`src/chip_mode_pkg.sv`:
```
// Purpose: shared constants for chip mode configuration and low power control
// Assumes: one system clock, synchronous active-low reset
// Notes:   register offsets are word indices on the plain register port
package chip_mode_pkg;

   // ------------------------------------------------------------------
   // low power mode field encodings
   // ------------------------------------------------------------------
   typedef enum logic [1:0] {
      LPM_RUN  = 2'h0,
      LPM_DOZE = 2'h1,
      LPM_WAIT = 2'h2,
      LPM_STOP = 2'h3
   } lpm_t;

   // ------------------------------------------------------------------
   // strap encodings and defaults
   // ------------------------------------------------------------------
   localparam logic [1:0] BOOT_W32     = 2'h0;
   localparam logic [1:0] BOOT_W16     = 2'h1;
   localparam logic [1:0] BOOT_W8      = 2'h2;
   localparam logic [1:0] BOOT_W32_ALT = 2'h3;
   localparam logic [1:0] CLK_EXT_NOPLL = 2'h0;
   localparam logic [1:0] CLK_PLL_1TO1  = 2'h1;
   localparam logic [1:0] CLK_PLL_EXTREF = 2'h2;
   localparam logic [1:0] CLK_PLL_XTAL  = 2'h3;
   localparam logic [1:0] CS_NONE      = 2'h0;
   localparam logic [1:0] CS_ONE       = 2'h2;
   localparam logic [1:0] CS_TWO       = 2'h1;
   localparam logic [1:0] CS_THREE     = 2'h3;

   localparam logic       DEF_MASTER   = 1'b1;
   localparam logic [1:0] DEF_BOOT     = BOOT_W32;
   localparam logic       DEF_FULL_DRIVE = 1'b0;
   localparam logic [1:0] DEF_CLK_MODE = CLK_PLL_XTAL;
   localparam logic [1:0] DEF_CS_SPLIT = CS_NONE;

   // ------------------------------------------------------------------
   // register map (word addresses) and reset values
   // ------------------------------------------------------------------
   localparam int         ADDR_W          = 4;
   localparam logic [3:0] OFS_LP_CTRL     = 4'h0;
   localparam logic [3:0] OFS_PERIPH_DIS  = 4'h1;
   localparam logic [3:0] OFS_STATUS      = 4'h2;
   localparam logic [3:0] OFS_STRAPS      = 4'h3;
   localparam logic [1:0] RST_LPM         = 2'h0;
   localparam logic       RST_BUSCLK_OFF  = 1'b0;

   // bit positions in the low power control register
   localparam int LPC_LPM_LO     = 0;
   localparam int LPC_BUSCLK_OFF = 2;
   localparam int LPC_DBG_REQ    = 3;

endpackage : chip_mode_pkg

```
`src/chip_mode_ctrl.sv`:
```
// Purpose: strap capture at reset and low power mode sequencing
// Assumes: core signals are on clk_in; straps, breakpoint and interrupts come from pins
// Notes:   clock gates are enable levels for downstream clock gating cells
//
// The register offsets and strobed register access were left to the implementer.
`timescale 1ns/100ps
module chip_mode_ctrl
   import chip_mode_pkg::*;
#(
   parameter int N_PERIPH = 8
) (
   input  wire logic                clk_in,              // system clock 125 MHz
   input  wire logic                reset_n_in,          // sync reset, active low
   // straps
   input  wire logic                config_strap_enable_n_in, // strap enable, active low
   input  wire logic                op_mode_strap_in,    // operating mode strap
   input  wire logic [1:0]          boot_width_strap_in, // boot width straps
   input  wire logic                drive_strap_in,      // pad drive strap
   input  wire logic                clock_mode_sel_hi_in, // clock mode strap high
   input  wire logic                clock_mode_sel_lo_in, // clock mode strap low
   input  wire logic [1:0]          cs_split_strap_in,   // chip select straps
   input  wire logic                debug_sel_strap_in,  // debug port select strap
   // wakeup and core
   input  wire logic                breakpoint_pin_n_in, // breakpoint pin, active low
   input  wire logic                irq_valid_in,        // valid interrupt request (pin)
   input  wire logic                stop_exec_in,        // core executed stop, one pulse
   // register port
   input  wire logic [ADDR_W-1:0]   addr_in,             // word address
   input  wire logic [31:0]         wdata_in,            // write data
   input  wire logic                wr_in,               // write strobe
   input  wire logic                rd_in,               // read strobe
   output logic      [31:0]         rdata_out,           // read data, next cycle
   // configuration results
   output logic                     master_mode_out,     // 1 master
   output logic [1:0]               boot_width_out,      // boot width code
   output logic                     full_drive_out,      // 1 full drive
   output logic [1:0]               clock_mode_out,      // clock source code
   output logic [2:0]               addr_pin_is_cs_out,  // per upper pin: 1 chip select
   output logic                     chip_select_six_out, // top pin is chip select 6
   output logic                     scan_port_sel_out,   // 1 scan port, 0 debug port
   output logic                     background_debug_port_en_out, // debug port owns pins
   // low power
   output logic [1:0]               low_power_mode_field_out, // programmed field
   output logic [1:0]               power_state_out,     // current mode
   output logic                     core_clk_en_out,     // core clock enable
   output logic                     mem_clk_en_out,      // memory clock enable
   output logic                     sys_clk_en_out,      // system clock enable, low in stop
   output logic [N_PERIPH-1:0]      periph_clk_en_out,   // per peripheral clock enable
   output logic                     doze_out,            // peripherals: in doze
   output logic                     bus_clock_out_en_out // bus clock output enable
);

   // ------------------------------------------------------------------
   // elaboration checks
   // ------------------------------------------------------------------
   if (N_PERIPH < 1 || N_PERIPH > 32) begin : g_bad_n
      $error("N_PERIPH must be 1..32");
   end

   // ------------------------------------------------------------------
   // pin synchronisers
   // ------------------------------------------------------------------
   localparam int SW = 12;
   logic [SW-1:0] pins_sync;

   strap_sync #(
      .WIDTH (SW)
   ) u_sync (
      .clk_in     (clk_in),
      .reset_n_in (reset_n_in),
      .async_in   ({config_strap_enable_n_in, op_mode_strap_in, boot_width_strap_in,
                    drive_strap_in, clock_mode_sel_hi_in, clock_mode_sel_lo_in,
                    cs_split_strap_in, debug_sel_strap_in, breakpoint_pin_n_in,
                    irq_valid_in}),
      .sync_out   (pins_sync)
   );

   logic       s_en_n;
   logic       s_mode;
   logic [1:0] s_boot;
   logic       s_drive;
   logic [1:0] s_clk;
   logic [1:0] s_cs;
   logic       s_dbg;
   logic       breakpoint_pin_n_n_sync;
   logic       irq_sync;

   assign s_en_n      = pins_sync[11];
   assign s_mode      = pins_sync[10];
   assign s_boot      = pins_sync[9:8];
   assign s_drive     = pins_sync[7];
   assign s_clk       = pins_sync[6:5];
   assign s_cs        = pins_sync[4:3];
   assign s_dbg       = pins_sync[2];
   assign breakpoint_pin_n_n_sync = pins_sync[1];
   assign irq_sync    = pins_sync[0];

   // ------------------------------------------------------------------
   // strap capture
   // ------------------------------------------------------------------
   // during reset the synchroniser is also held, so straps are captured once,
   // on the third edge after release, when the synchronised levels are valid;
   // frozen afterwards so mid-run strap changes are ignored
   logic       cfg_frozen;
   logic [1:0] settle;
   logic       cfg_master;
   logic [1:0] cfg_boot;
   logic       cfg_drive;
   logic [1:0] cfg_clk;
   logic [1:0] cfg_cs;
   logic       cfg_dbg;

   always_ff @(posedge clk_in) begin
      if (!reset_n_in) begin
         cfg_frozen <= 1'b0;
         settle     <= 2'h0;
         cfg_master <= DEF_MASTER;
         cfg_boot   <= DEF_BOOT;
         cfg_drive  <= DEF_FULL_DRIVE;
         cfg_clk    <= DEF_CLK_MODE;
         cfg_cs     <= DEF_CS_SPLIT;
         cfg_dbg    <= 1'b0;
      end else if (!cfg_frozen) begin
         settle <= settle + 2'h1;
         if (settle == 2'h2) begin
            cfg_frozen <= 1'b1;
            cfg_dbg    <= s_dbg;
            if (!s_en_n) begin
               cfg_master <= s_mode;
               cfg_boot   <= s_boot;
               cfg_drive  <= s_drive;
               cfg_clk    <= s_clk;
               cfg_cs     <= s_cs;
            end
         end
      end
   end

   always_comb begin
      unique case (cfg_boot)
         BOOT_W8:  boot_width_out = BOOT_W8;
         BOOT_W16: boot_width_out = BOOT_W16;
         BOOT_W32, BOOT_W32_ALT: boot_width_out = BOOT_W32;
      endcase
   end

   always_comb begin
      unique case (cfg_cs)
         CS_ONE:   addr_pin_is_cs_out = 3'h4;
         CS_TWO:   addr_pin_is_cs_out = 3'h6;
         CS_THREE: addr_pin_is_cs_out = 3'h7;
         CS_NONE:  addr_pin_is_cs_out = 3'h0;
      endcase
   end

   assign master_mode_out              = cfg_master;
   assign full_drive_out               = cfg_drive;
   assign clock_mode_out               = cfg_clk;
   assign chip_select_six_out          = addr_pin_is_cs_out[2];
   assign scan_port_sel_out            = cfg_dbg;
   assign background_debug_port_en_out = ~cfg_dbg;

   // ------------------------------------------------------------------
   // software registers
   // ------------------------------------------------------------------
   lpm_t               lpm_field;
   logic               busclk_off;
   logic               dbg_req;
   logic [N_PERIPH-1:0] periph_dis;
   lpm_t               state;

   always_ff @(posedge clk_in) begin
      if (!reset_n_in) begin
         lpm_field  <= lpm_t'(RST_LPM);
         busclk_off <= RST_BUSCLK_OFF;
         periph_dis <= '0;
      end else if (wr_in) begin
         if (addr_in == OFS_LP_CTRL) begin
            lpm_field  <= lpm_t'(wdata_in[LPC_LPM_LO +: 2]);
            busclk_off <= wdata_in[LPC_BUSCLK_OFF];
         end
         if (addr_in == OFS_PERIPH_DIS)
            periph_dis <= wdata_in[N_PERIPH-1:0];
      end
   end

   // debug request: set by software, cleared by hardware when it wakes
   always_ff @(posedge clk_in) begin
      if (!reset_n_in)
         dbg_req <= 1'b0;
      else if (wr_in && addr_in == OFS_LP_CTRL && wdata_in[LPC_DBG_REQ])
         dbg_req <= 1'b1;
      else if (state != LPM_RUN)
         dbg_req <= 1'b0;
   end

   // ------------------------------------------------------------------
   // low power state machine
   // ------------------------------------------------------------------
   lpm_t next_state;
   logic wake;

   assign wake = ~breakpoint_pin_n_n_sync | dbg_req | irq_sync;

   always_comb begin
      next_state = state;
      unique case (state)
         LPM_RUN: begin
            if (stop_exec_in)
               next_state = lpm_field;
         end
         LPM_WAIT, LPM_DOZE, LPM_STOP: begin
            if (wake)
               next_state = LPM_RUN;
         end
      endcase
   end

   always_ff @(posedge clk_in) begin
      if (!reset_n_in)
         state <= LPM_RUN;
      else
         state <= next_state;
   end

   // ------------------------------------------------------------------
   // clock enables
   // ------------------------------------------------------------------
   logic in_low;
   logic in_stop;
   assign in_low  = (state != LPM_RUN);
   assign in_stop = (state == LPM_STOP);

   always_ff @(posedge clk_in) begin
      if (!reset_n_in) begin
         core_clk_en_out <= 1'b1;
         mem_clk_en_out  <= 1'b1;
         sys_clk_en_out  <= 1'b1;
      end else begin
         core_clk_en_out <= ~(next_state != LPM_RUN);
         mem_clk_en_out  <= ~(next_state != LPM_RUN);
         sys_clk_en_out  <= ~(next_state == LPM_STOP);
      end
   end

   // peripheral enables keep state; gated clocks freeze them in stop
   genvar gi;
   for (gi = 0; gi < N_PERIPH; gi++) begin : g_periph
      always_ff @(posedge clk_in) begin
         if (!reset_n_in)
            periph_clk_en_out[gi] <= 1'b1;
         else
            periph_clk_en_out[gi] <= ~periph_dis[gi] & ~(next_state == LPM_STOP);
      end
   end

   always_ff @(posedge clk_in) begin
      if (!reset_n_in) begin
         bus_clock_out_en_out <= 1'b1;
         doze_out             <= 1'b0;
      end else begin
         bus_clock_out_en_out <= ~busclk_off & ~(next_state == LPM_STOP);
         doze_out             <= (next_state == LPM_DOZE);
      end
   end

   assign low_power_mode_field_out = lpm_field;
   assign power_state_out          = state;

   // ------------------------------------------------------------------
   // register read
   // ------------------------------------------------------------------
   always_ff @(posedge clk_in) begin
      if (!reset_n_in)
         rdata_out <= 32'h0;
      else if (rd_in) begin
         rdata_out <= 32'h0;
         unique case (addr_in)
            OFS_LP_CTRL:    rdata_out[3:0] <= {dbg_req, busclk_off, lpm_field};
            OFS_PERIPH_DIS: rdata_out[N_PERIPH-1:0] <= periph_dis;
            OFS_STATUS:     rdata_out[3:0] <= {in_stop, in_low, state};
            OFS_STRAPS:     rdata_out[11:0] <= {cfg_frozen, cfg_dbg, cfg_cs, cfg_clk,
                                                cfg_drive, boot_width_out, cfg_master, 2'h0};
            default:        rdata_out <= 32'h0;
         endcase
      end
   end

endmodule : chip_mode_ctrl

```
`src/strap_sync.sv`:
```
// Purpose: two-flop synchroniser for a group of pin levels
// Assumes: pins are asynchronous to clk_in
// Notes:   first stage feeds only the second stage
`timescale 1ns/100ps
module strap_sync #(
   parameter int WIDTH = 8
) (
   input  wire logic             clk_in,     // system clock
   input  wire logic             reset_n_in, // sync reset, active low
   input  wire logic [WIDTH-1:0] async_in,   // raw pin levels
   output logic      [WIDTH-1:0] sync_out    // synchronised levels
);

   if (WIDTH < 1) begin : g_bad_width
      $error("WIDTH must be at least 1");
   end

   logic [WIDTH-1:0] meta;

   always_ff @(posedge clk_in) begin
      if (!reset_n_in) begin
         meta     <= '0;
         sync_out <= '0;
      end else begin
         meta     <= async_in;
         sync_out <= meta;
      end
   end

endmodule : strap_sync

```
`config.mk`:
```
export PLATFORM = sky130hd
export DESIGN_NAME = chip_mode_ctrl
export DESIGN_NICKNAME = d
export VERILOG_FILES = /design/src/chip_mode_pkg.sv /design/src/chip_mode_ctrl.sv /design/src/strap_sync.sv
export SDC_FILE = /design/constraint.sdc
export NUM_CORES = 1
export LEC_CHECK = 0
export ABC_AREA = 1
export BUFFER_PORTS_ARGS = -buffer_cell sky130_fd_sc_hd__buf_4
export CAP_MARGIN = 20
export CORE_ASPECT_RATIO = 1.75
export CORE_UTILIZATION = 48
export DETAILED_ROUTE_END_ITERATION = 6
export GPL_ROUTABILITY_DRIVEN = 0
export PLACE_DENSITY = 0.82
export SLEW_MARGIN = 20
export SYNTH_ARGS = -nofsm -noshare
export SYNTH_HDL_FRONTEND = slang
export SYNTH_SLANG_ARGS = --single-unit
export TNS_END_PERCENT = 50
```
`constraint.sdc`:
```
create_clock -name clk_in -period 1.7 [get_ports clk_in]
set_clock_uncertainty 0.2 [all_clocks]
set_input_delay 0.425 -clock clk_in [delete_from_list [all_inputs] [get_ports clk_in]]
set_output_delay 0.425 -clock clk_in [all_outputs]
set_load 0.01 [all_outputs]
```
# ---- After elaboration in Yosys (flattened, before gate mapping)
# Cells that the tools add are included.
dict set report totals {
  reg_bits 74
}
dict set report op_classes {
  n_addsub 1
  n_eq_ne 15
  muxes 12
  bitwise_logic 26
  n_reduce_logical 15
}
# cell count
set op_table {}
lappend op_table {{$eq 2x2->1 const B} 8}
lappend op_table {{$pmux 4 s4} 1}
lappend op_table {{$not 1->1} 15}
lappend op_table {{$pmux 3 s4} 1}
lappend op_table {{$and 1x1->1} 9}
lappend op_table {{$eq 2x1->1 const B} 4}
lappend op_table {{$eq 4x2->1 const B} 2}
lappend op_table {{$pmux 4 s2} 1}
lappend op_table {{$logic_not 2->1} 3}
lappend op_table {{$pmux 2 s3} 1}
lappend op_table {{$reduce_and 2->1} 3}
lappend op_table {{$reduce_bool 2->1} 3}
lappend op_table {{$eq 4x1->1 const B} 1}
lappend op_table {{$logic_not 4->1} 1}
lappend op_table {{$mux 1} 4}
lappend op_table {{$mux 2} 2}
lappend op_table {{$mux 4} 1}
lappend op_table {{$pmux 2 s2} 1}
lappend op_table {{$reduce_and 3->1} 1}
lappend op_table {{$reduce_or 3->1} 1}
lappend op_table {{$add 2x1->2 const B} 1}
lappend op_table {{$logic_and 1x1->1} 2}
lappend op_table {{$or 1x1->1} 2}
lappend op_table {{$reduce_or 2->1} 1}

# ---- Logic depth before layout (Yosys ltp)
# Gate-level depths: netlist (run 1).
dict set report logic_depth {
  ltp_word 8
  ltp_mapped 8
}

# ---- Modules after synthesis
# A second synthesis (run 1) with hierarchy kept.
dict set report unflattened {
  cells_unflattened 359
  hier_area_um2 2817.7
}
# mod n_inst cells_per_inst area_each_um2 seq_area_each_um2
set modules_own_cells {}
lappend modules_own_cells {chip_mode_ctrl 1 285 2134.5 1001.0}
lappend modules_own_cells {strap_sync 1 74 683.2 480.5}

# ---- Worst setup path after synthesis (run 1)
# OpenSTA, ideal clock, no wires.
dict set report synth_timing {
  path_type {reg-to-output}
  startpoint {register cfg_cs[0]}
  endpoint {output port addr_pin_is_cs_out[2]}
  t_arrival_ns 0.795
  required_time_ns 1.075
  path_slack_ns 0.280
  stages_incl_launch_ff 3
  path_buffers 1
  cell_sequence {dfxtp_1 -> or2_2 -> buf_4}
}
dict set report synth_between {
  elab_chain_cells 2
}
# element line
set synth_rtl {}
lappend synth_rtl {{start, declared} chip_mode_ctrl.sv:110} ;# logic [1:0] cfg_cs;
lappend synth_rtl {{start signal, assigned} chip_mode_ctrl.sv:133} ;# cfg_cs <= s_cs;
lappend synth_rtl {{$eq 2x2->1 (tied with other cells)} chip_mode_ctrl.sv:148} ;# unique case (cfg_cs)
lappend synth_rtl {{$pmux 3 s4 (*)} chip_mode_ctrl.sv:148}
lappend synth_rtl {{end, declared} chip_mode_ctrl.sv:38} ;# output logic [2:0] addr_pin_is_cs_out,
# Mark *: on every way between the ends. The rest lies on a longest branch, timed or not.

# ---- Worst setup path in the final report (run 1)
dict set report layout_timing {
  startpoint {register cfg_cs[1]}
  endpoint {output port addr_pin_is_cs_out[2]}
}
# The elaborated chain is that of the path after synthesis.

==> results of run 1 <==
worst max-delay path, cell delays in order (launching register included):
cell,delay [ns]
dfxtp_2,0.34
or2_4,0.26
buf_6,0.12
area by class of cell:
class                           count  area [µm²]
Fill cell                         476        2080
Clock buffer                       13         139
Clock inverter                      3        40.0
Tap cell                           76        95.1
Sequential cell                    74        1490
Inverter                           62         233
Multi-Input combinational cell    207         956
Timing Repair Buffer               77         602
how the worst max path moves through the flow:
stage	to	slack [ns]	cells past startpoint
floorplan	addr_pin_is_cs_out[2]	0.28	2
global placement	rdata_out[2]	0.08	7
CTS	addr_pin_is_cs_out[2]	0.008	2
detailed placement	periph_dis[2]	0.07	5
global route	chip_select_six_out	-0.01	2
finish	addr_pin_is_cs_out[2]	0.01	2
logic make-up after synthesis:
kind of cell,synth area share [%]
AND/OR/NAND/NOR,19.0
adder cells (fa/ha/maj),0.444
buffers and inverters,16.6
AO/OA/AOI/OAI,11.3
flip-flops,52.6
other,0.133
metrics by stage:
step,instance area (µm²),setup TNS (ns)
final,3550,0
after global routing,3550,-0.0236
after CTS,3540,0
after detailed placement,3330,0
after global placement,3330,0
after floorplan,2890,0
sequential cells by signal, indices dropped and copies added (netlist names):
name                      flops
clock_mode_out                2
low_power_mode_field_out      2
doze_out                      1
periph_dis                    8
settle                        2
u_sync.meta                  12
busclk_off                    1
u_sync.sync_out              12
master_mode_out               1
rdata_out                    12
periph_clk_en_out             8
scan_port_sel_out             1
dbg_req                       1
cfg_boot                      2
power_state_out               2
bus_clock_out_en_out          1
cfg_frozen                    1
mem_clk_en_out                1
cfg_cs                        2
full_drive_out                1
sys_clk_en_out                1
layer usage:
metal	vias up	GRT usage (%)	wire length, µm
li1	1199	-	-
met4	0	13.8	184
met3	18	3.48	329
met1	1054	18.4	2060
met2	94	35.1	3100
met5	-	0	0
where the power goes:
part	internal (mW)	leakage [nW]	switching, mW	total, mW
logic	0.281	1.13	0.318	0.598
clock network	0.675	0.0914	0.586	1.26
registers	1.86	0.607	0.0705	1.93
total	2.81	1.83	0.974	3.79
layout by cell type, fill, tap and decap left out, types with 9 or more instances in the layout:
cell       n
nand2_1   78
buf_4     73
dfxtp_1   71
inv_1     62
a21oi_1   27
o21ai_0   26
conb_1    20
nor2_1    19
nand3_1   17
clkbuf_8   9
cells in the mapped netlist:
cell	number	area (µm²)
nand2_1	78	293
dfxtp_1	74	1480
inv_1	62	233
a21oi_1	27	135
o21ai_0	26	130
buf_4	22	165
nor2_1	21	78.8
nand3_1	17	85.1
clkbuf_1	7	26.3
buf_2	4	20.0
o22ai_1	3	18.8
buf_6	2	22.5
nand3_2	2	20.0
nor2_2	2	12.5
conb_1	1	3.75
ha_1	1	12.5
nand2_2	1	6.26
nand3b_1	1	7.51
nand4_1	1	6.26
nor2_4	1	11.3
nor3_2	1	10.0
o211ai_1	1	7.51
o21ai_1	1	5.00
o21ai_2	1	8.76
o22ai_2	1	12.5
or2_2	1	6.26
what timing repair did:
| item | CTS | global route |
|---|---|---|
| pin swaps | 0 | 1 |
| endpoints found under the setup margin | 3 | 5 |
| resized for setup | 6 | 5 |
| endpoints found under the hold margin | 0 | 0 |
| buffers inserted | 1 | 0 |
| gates cloned | 0 | 0 |
==> impl_results.md, run 1 <==
- Status: complete, no violations
- # DRC: 0
- Row cnt: 36
- I/O Pins: 114
- Ant diodes: 0
- Cell Pwr Density: 1070 nW/µm²
- Detailed placer's ending HPWL: 4040 µm
- Dpl cells: 495
- Worst setup EP type: primary output
- Min-Delay Path Depth: 3
- Final wirelength: 5670 µm
- Worst Hold Class: input port to register
- Final core occ: 63.1%
- Clock Sinks: 74
- Syn avg cell area: 7.85 µm²
- Non-Filler Instances: 512
- TritonCTS clock tree: yes
- Longest Clk Path Bufs: 2
- CTS clk-pin slew, worst paths: 0.07 ns
- Detailed Routing Iterations Pass 1: 4
- RSZ-0062 raised after global routing: true
- Crit share post-route: 99.2%
- H-tree Lvls: 3
- Warnings from Yosys: 0
- Static Leak: 1.83 nW
- Fin crit period: 1.69 ns
- Cells after Synth: 359
- Hold WS: 0.0563 ns
- Crit path kind: register to primary output
- IO buf count: 69
- Overall power: 3.79 mW
- Worst EP arrival: 1.06 ns
- Final Setup Violations: 0
- CTS buffer count: 9
- Fmax: 593 MHz
- Clock Tree Root: clkbuf_8
- Startpoint types: register
- Total global-route track usage: 19.2%
- Antenna viol nets, final: 0
- Origin of the worst min-delay path: config_strap_enable_n_in
- Worst r2r src: power_state_out[0]
- Post-synthesis sequential area ratio: 52.6%
- Dpl ws: 0.0672 ns
- Fin. Hold Viols: 0
- Die X: 59.9 µm
- Nets: 485
- Via count: 2365
- Antenna violations before repair: 0
- Worst setup margin: 0.0128 ns
- Proportion of layout cells with a drive suffix above 1: 24.1%
- Area of the core: 5630 µm²
- First-pass GRT wire length: 8580 µm
- Grt total ovfl: 0
- Max cap viols: 0
- Worst reg2reg setup slack: 0.21 ns
- Die H: 103 µm
- Capturing point of the worst reg2reg path: bus_clock_out_en_out
- Layout area overhead: 26.0%
- Distinct cell type count after synthesis: 26
- Worst Path Max Fanout: 4
- Initial core utilization: 50.1%
- Final Slew Violations: 0
- Mapped Area: 2820 µm²
- Largest net degree at the start of global routing: 56
- Seq cells post-synth: 74
- Vias/cell: 4.62
- Die area: 6200 µm²
- Vias in the first global route: 2013
- Post-CTS Hold Buffers: 0
- Reg2reg path depth: 6
- Initial DRC Count: 156
- Worst path required time: 1.07 ns
- WL/cell: 11.1 µm
- Peak VDD IR: 0.556 mV
- Hold path endpoint: u_sync.meta[11]
- Skew-Pair Late Insertion Delay: 0.35 ns
- CP startpoint: cfg_cs[1]
Note: power is estimated with default switching activity, not from simulation.
==> run 2: changes to the inputs <==
RECOVER_POWER = 100   (was default)
TNS_END_PERCENT = default   (was 50)
==> run 2 against run 1 <==
- setup slack better by 0.0018 ns
- final area fell by 4.8%
- combinational power fell by 7.5%
- final cell count stayed put
- clock power barely moved
- largest cell class unchanged
- highest routed layer unchanged
==> impl_results.md, run 2 (synthesis results as in run 1) <==
- CTS buffer count: 9
- Worst setup EP type: primary output
- Peak VDD IR: 0.555 mV
- Sw Pwr: 971 µW
- Max stage delay on crit path: 0.34 ns
- Antenna violations before repair: 0
- Detailed placer's ending HPWL: 4040 µm
- Internal: 2.77 mW
- Clock Tree Root: clkbuf_8
- Final wirelength: 5650 µm
- Ant diodes: 0
- H-tree Lvls: 3
- Final Setup Violations: 0
- Startpoint types: register
- Status: complete, no violations
- RSZ-0062 raised after global routing: true
- Die area: 6200 µm²
- Worst Hold Class: input port to register
- Die H: 103 µm
- Initial core utilization: 50.1%
- Final Slew Violations: 0
- Clk network pwr share: 33.8%
- Vias/cell: 4.63
- Reg power frac: 51.5%
- Layout area overhead: 19.9%
- First-pass GRT wire length: 8580 µm
- Via count: 2372
- Vias in the first global route: 2013
- Detailed Routing Iterations Pass 1: 5
- Nets: 485
- I/O Pins: 114
- Static Leak: 1.68 nW
- Fmax: 593 MHz
- Fin. Hold Viols: 0
- Initial DRC Count: 119
- Non-Filler Instances: 512
- Fin crit period: 1.69 ns
- Max cap viols: 0
- Dpl cells: 495
- Largest net degree at the start of global routing: 56
- TritonCTS clock tree: yes
- WL/cell: 11.0 µm
- Cell Pwr Density: 1110 nW/µm²
- IO buf count: 69
- Die X: 59.9 µm
- Switch share: 26.0%
- Commonest non-fill, non-tap cell in the layout: nand2_1
- Total global-route track usage: 19.2%
- Largest registers: rdata_out: 12 flops, u_sync.meta: 12 flops, u_sync.sync_out: 12 flops
- Comb pwr share: 14.8%
- Most used cells in the layout excluding fill and tap cells: 78 x nand2_1, 71 x dfxtp_1, 62 x inv_1, 44 x clkbuf_1, 31 x buf_4
- Antenna viol nets, final: 0
- Grt total ovfl: 0
- Clock Sinks: 74
- # DRC: 0
- CTS clk-pin slew, worst paths: 0.07 ns
- Crit share post-route: 99.1%
- Crit-path cells: or2_4 -> buf_6
- Skew-Pair Late Insertion Delay: 0.35 ns
- Proportion of layout cells with a drive suffix above 1: 14.0%
- Worst path required time: 1.07 ns
- Longest Clk Path Bufs: 2
- Row cnt: 36
- Worst EP arrival: 1.06 ns
- Hold WS: 0.0571 ns
- Worst Path Max Fanout: 4
- Crit path kind: register to primary output
- Area of the core: 5630 µm²
- Critical Path Slowest Stage Cell: dfxtp_2
[run 2: worst paths after layout]
path	from	to	slack (ns)	cells past startpoint
worst max-delay path	cfg_cs[1]	addr_pin_is_cs_out[2]	0.01	2
worst min-delay path	config_strap_enable_n_in	u_sync.meta[11]	0.06	3
worst max register to register	power_state_out[0]	bus_clock_out_en_out	0.13	6
worst min register to register	u_sync.meta[10]	u_sync.sync_out[10]	0.21	2
[run 2: cell type report]
class | instances | area [µm²]
clock buffers | 13 | 139
clock inverters | 3 | 40.0
fillers | 522 | 2250
inverters | 62 | 233
multi-input cells | 207 | 937
flip-flops and latches | 74 | 1490
well taps | 76 | 95.1
repair buffers | 77 | 449
[run 2: timing repair]
action,in CTS,in global routing
buffers inserted,1,0
gates cloned,0,0
setup endpoints to repair,3,5
hold buffers,0,0
gates resized for setup,6,5
pin swaps,0,1
[run 2: metrics by stage]
stage | TNS [ns] | util (%) | worst slack, ns | cell area (µm²) | power, mW
floorplan | 0 | - | 0.280 | 2890 | 2.30
global placement | 0 | 59.2 | 0.0849 | 3330 | 2.49
detailed placement | 0 | 59.2 | 0.0672 | 3330 | 2.51
CTS | 0 | 62.8 | 0.00797 | 3540 | 3.80
global route | -0.0267 | 60.0 | -0.0129 | 3380 | 3.92
finish | 0 | 60.0 | 0.0146 | 3380 | 3.74
[run 2: routing by layer]
| metal | GRT usage (%) | share of wire, % | up-vias |
|---|---|---|---|
| li1 | - | - | 1198 |
| met4 | 13.8 | 3.9 | 0 |
| met1 | 18.4 | 36 | 1038 |
| met3 | 3.48 | 6.1 | 23 |
| met2 | 35.1 | 54 | 113 |
| met5 | 0 | 0 | - |
[run 2: worst max-delay path, delay by kind of cell, from the launching register on]
kind / cells / cell delay, ns
buffers and inverters: 1 / 0.12
and+or+nand+nor: 1 / 0.26
DFF: 1 / 0.34
[run 2: power groups by stage]
stage          registers (mW)  logic, mW  clock network, mW
3_5_place_dp             1.96      0.550                  0
4_1_cts                  1.92      0.595               1.28
6_report                 1.92      0.553               1.26
5_1_grt                  1.94      0.618               1.37
3_3_place_gp             1.95      0.535                  0
2_1_floorplan            1.96      0.346                  0
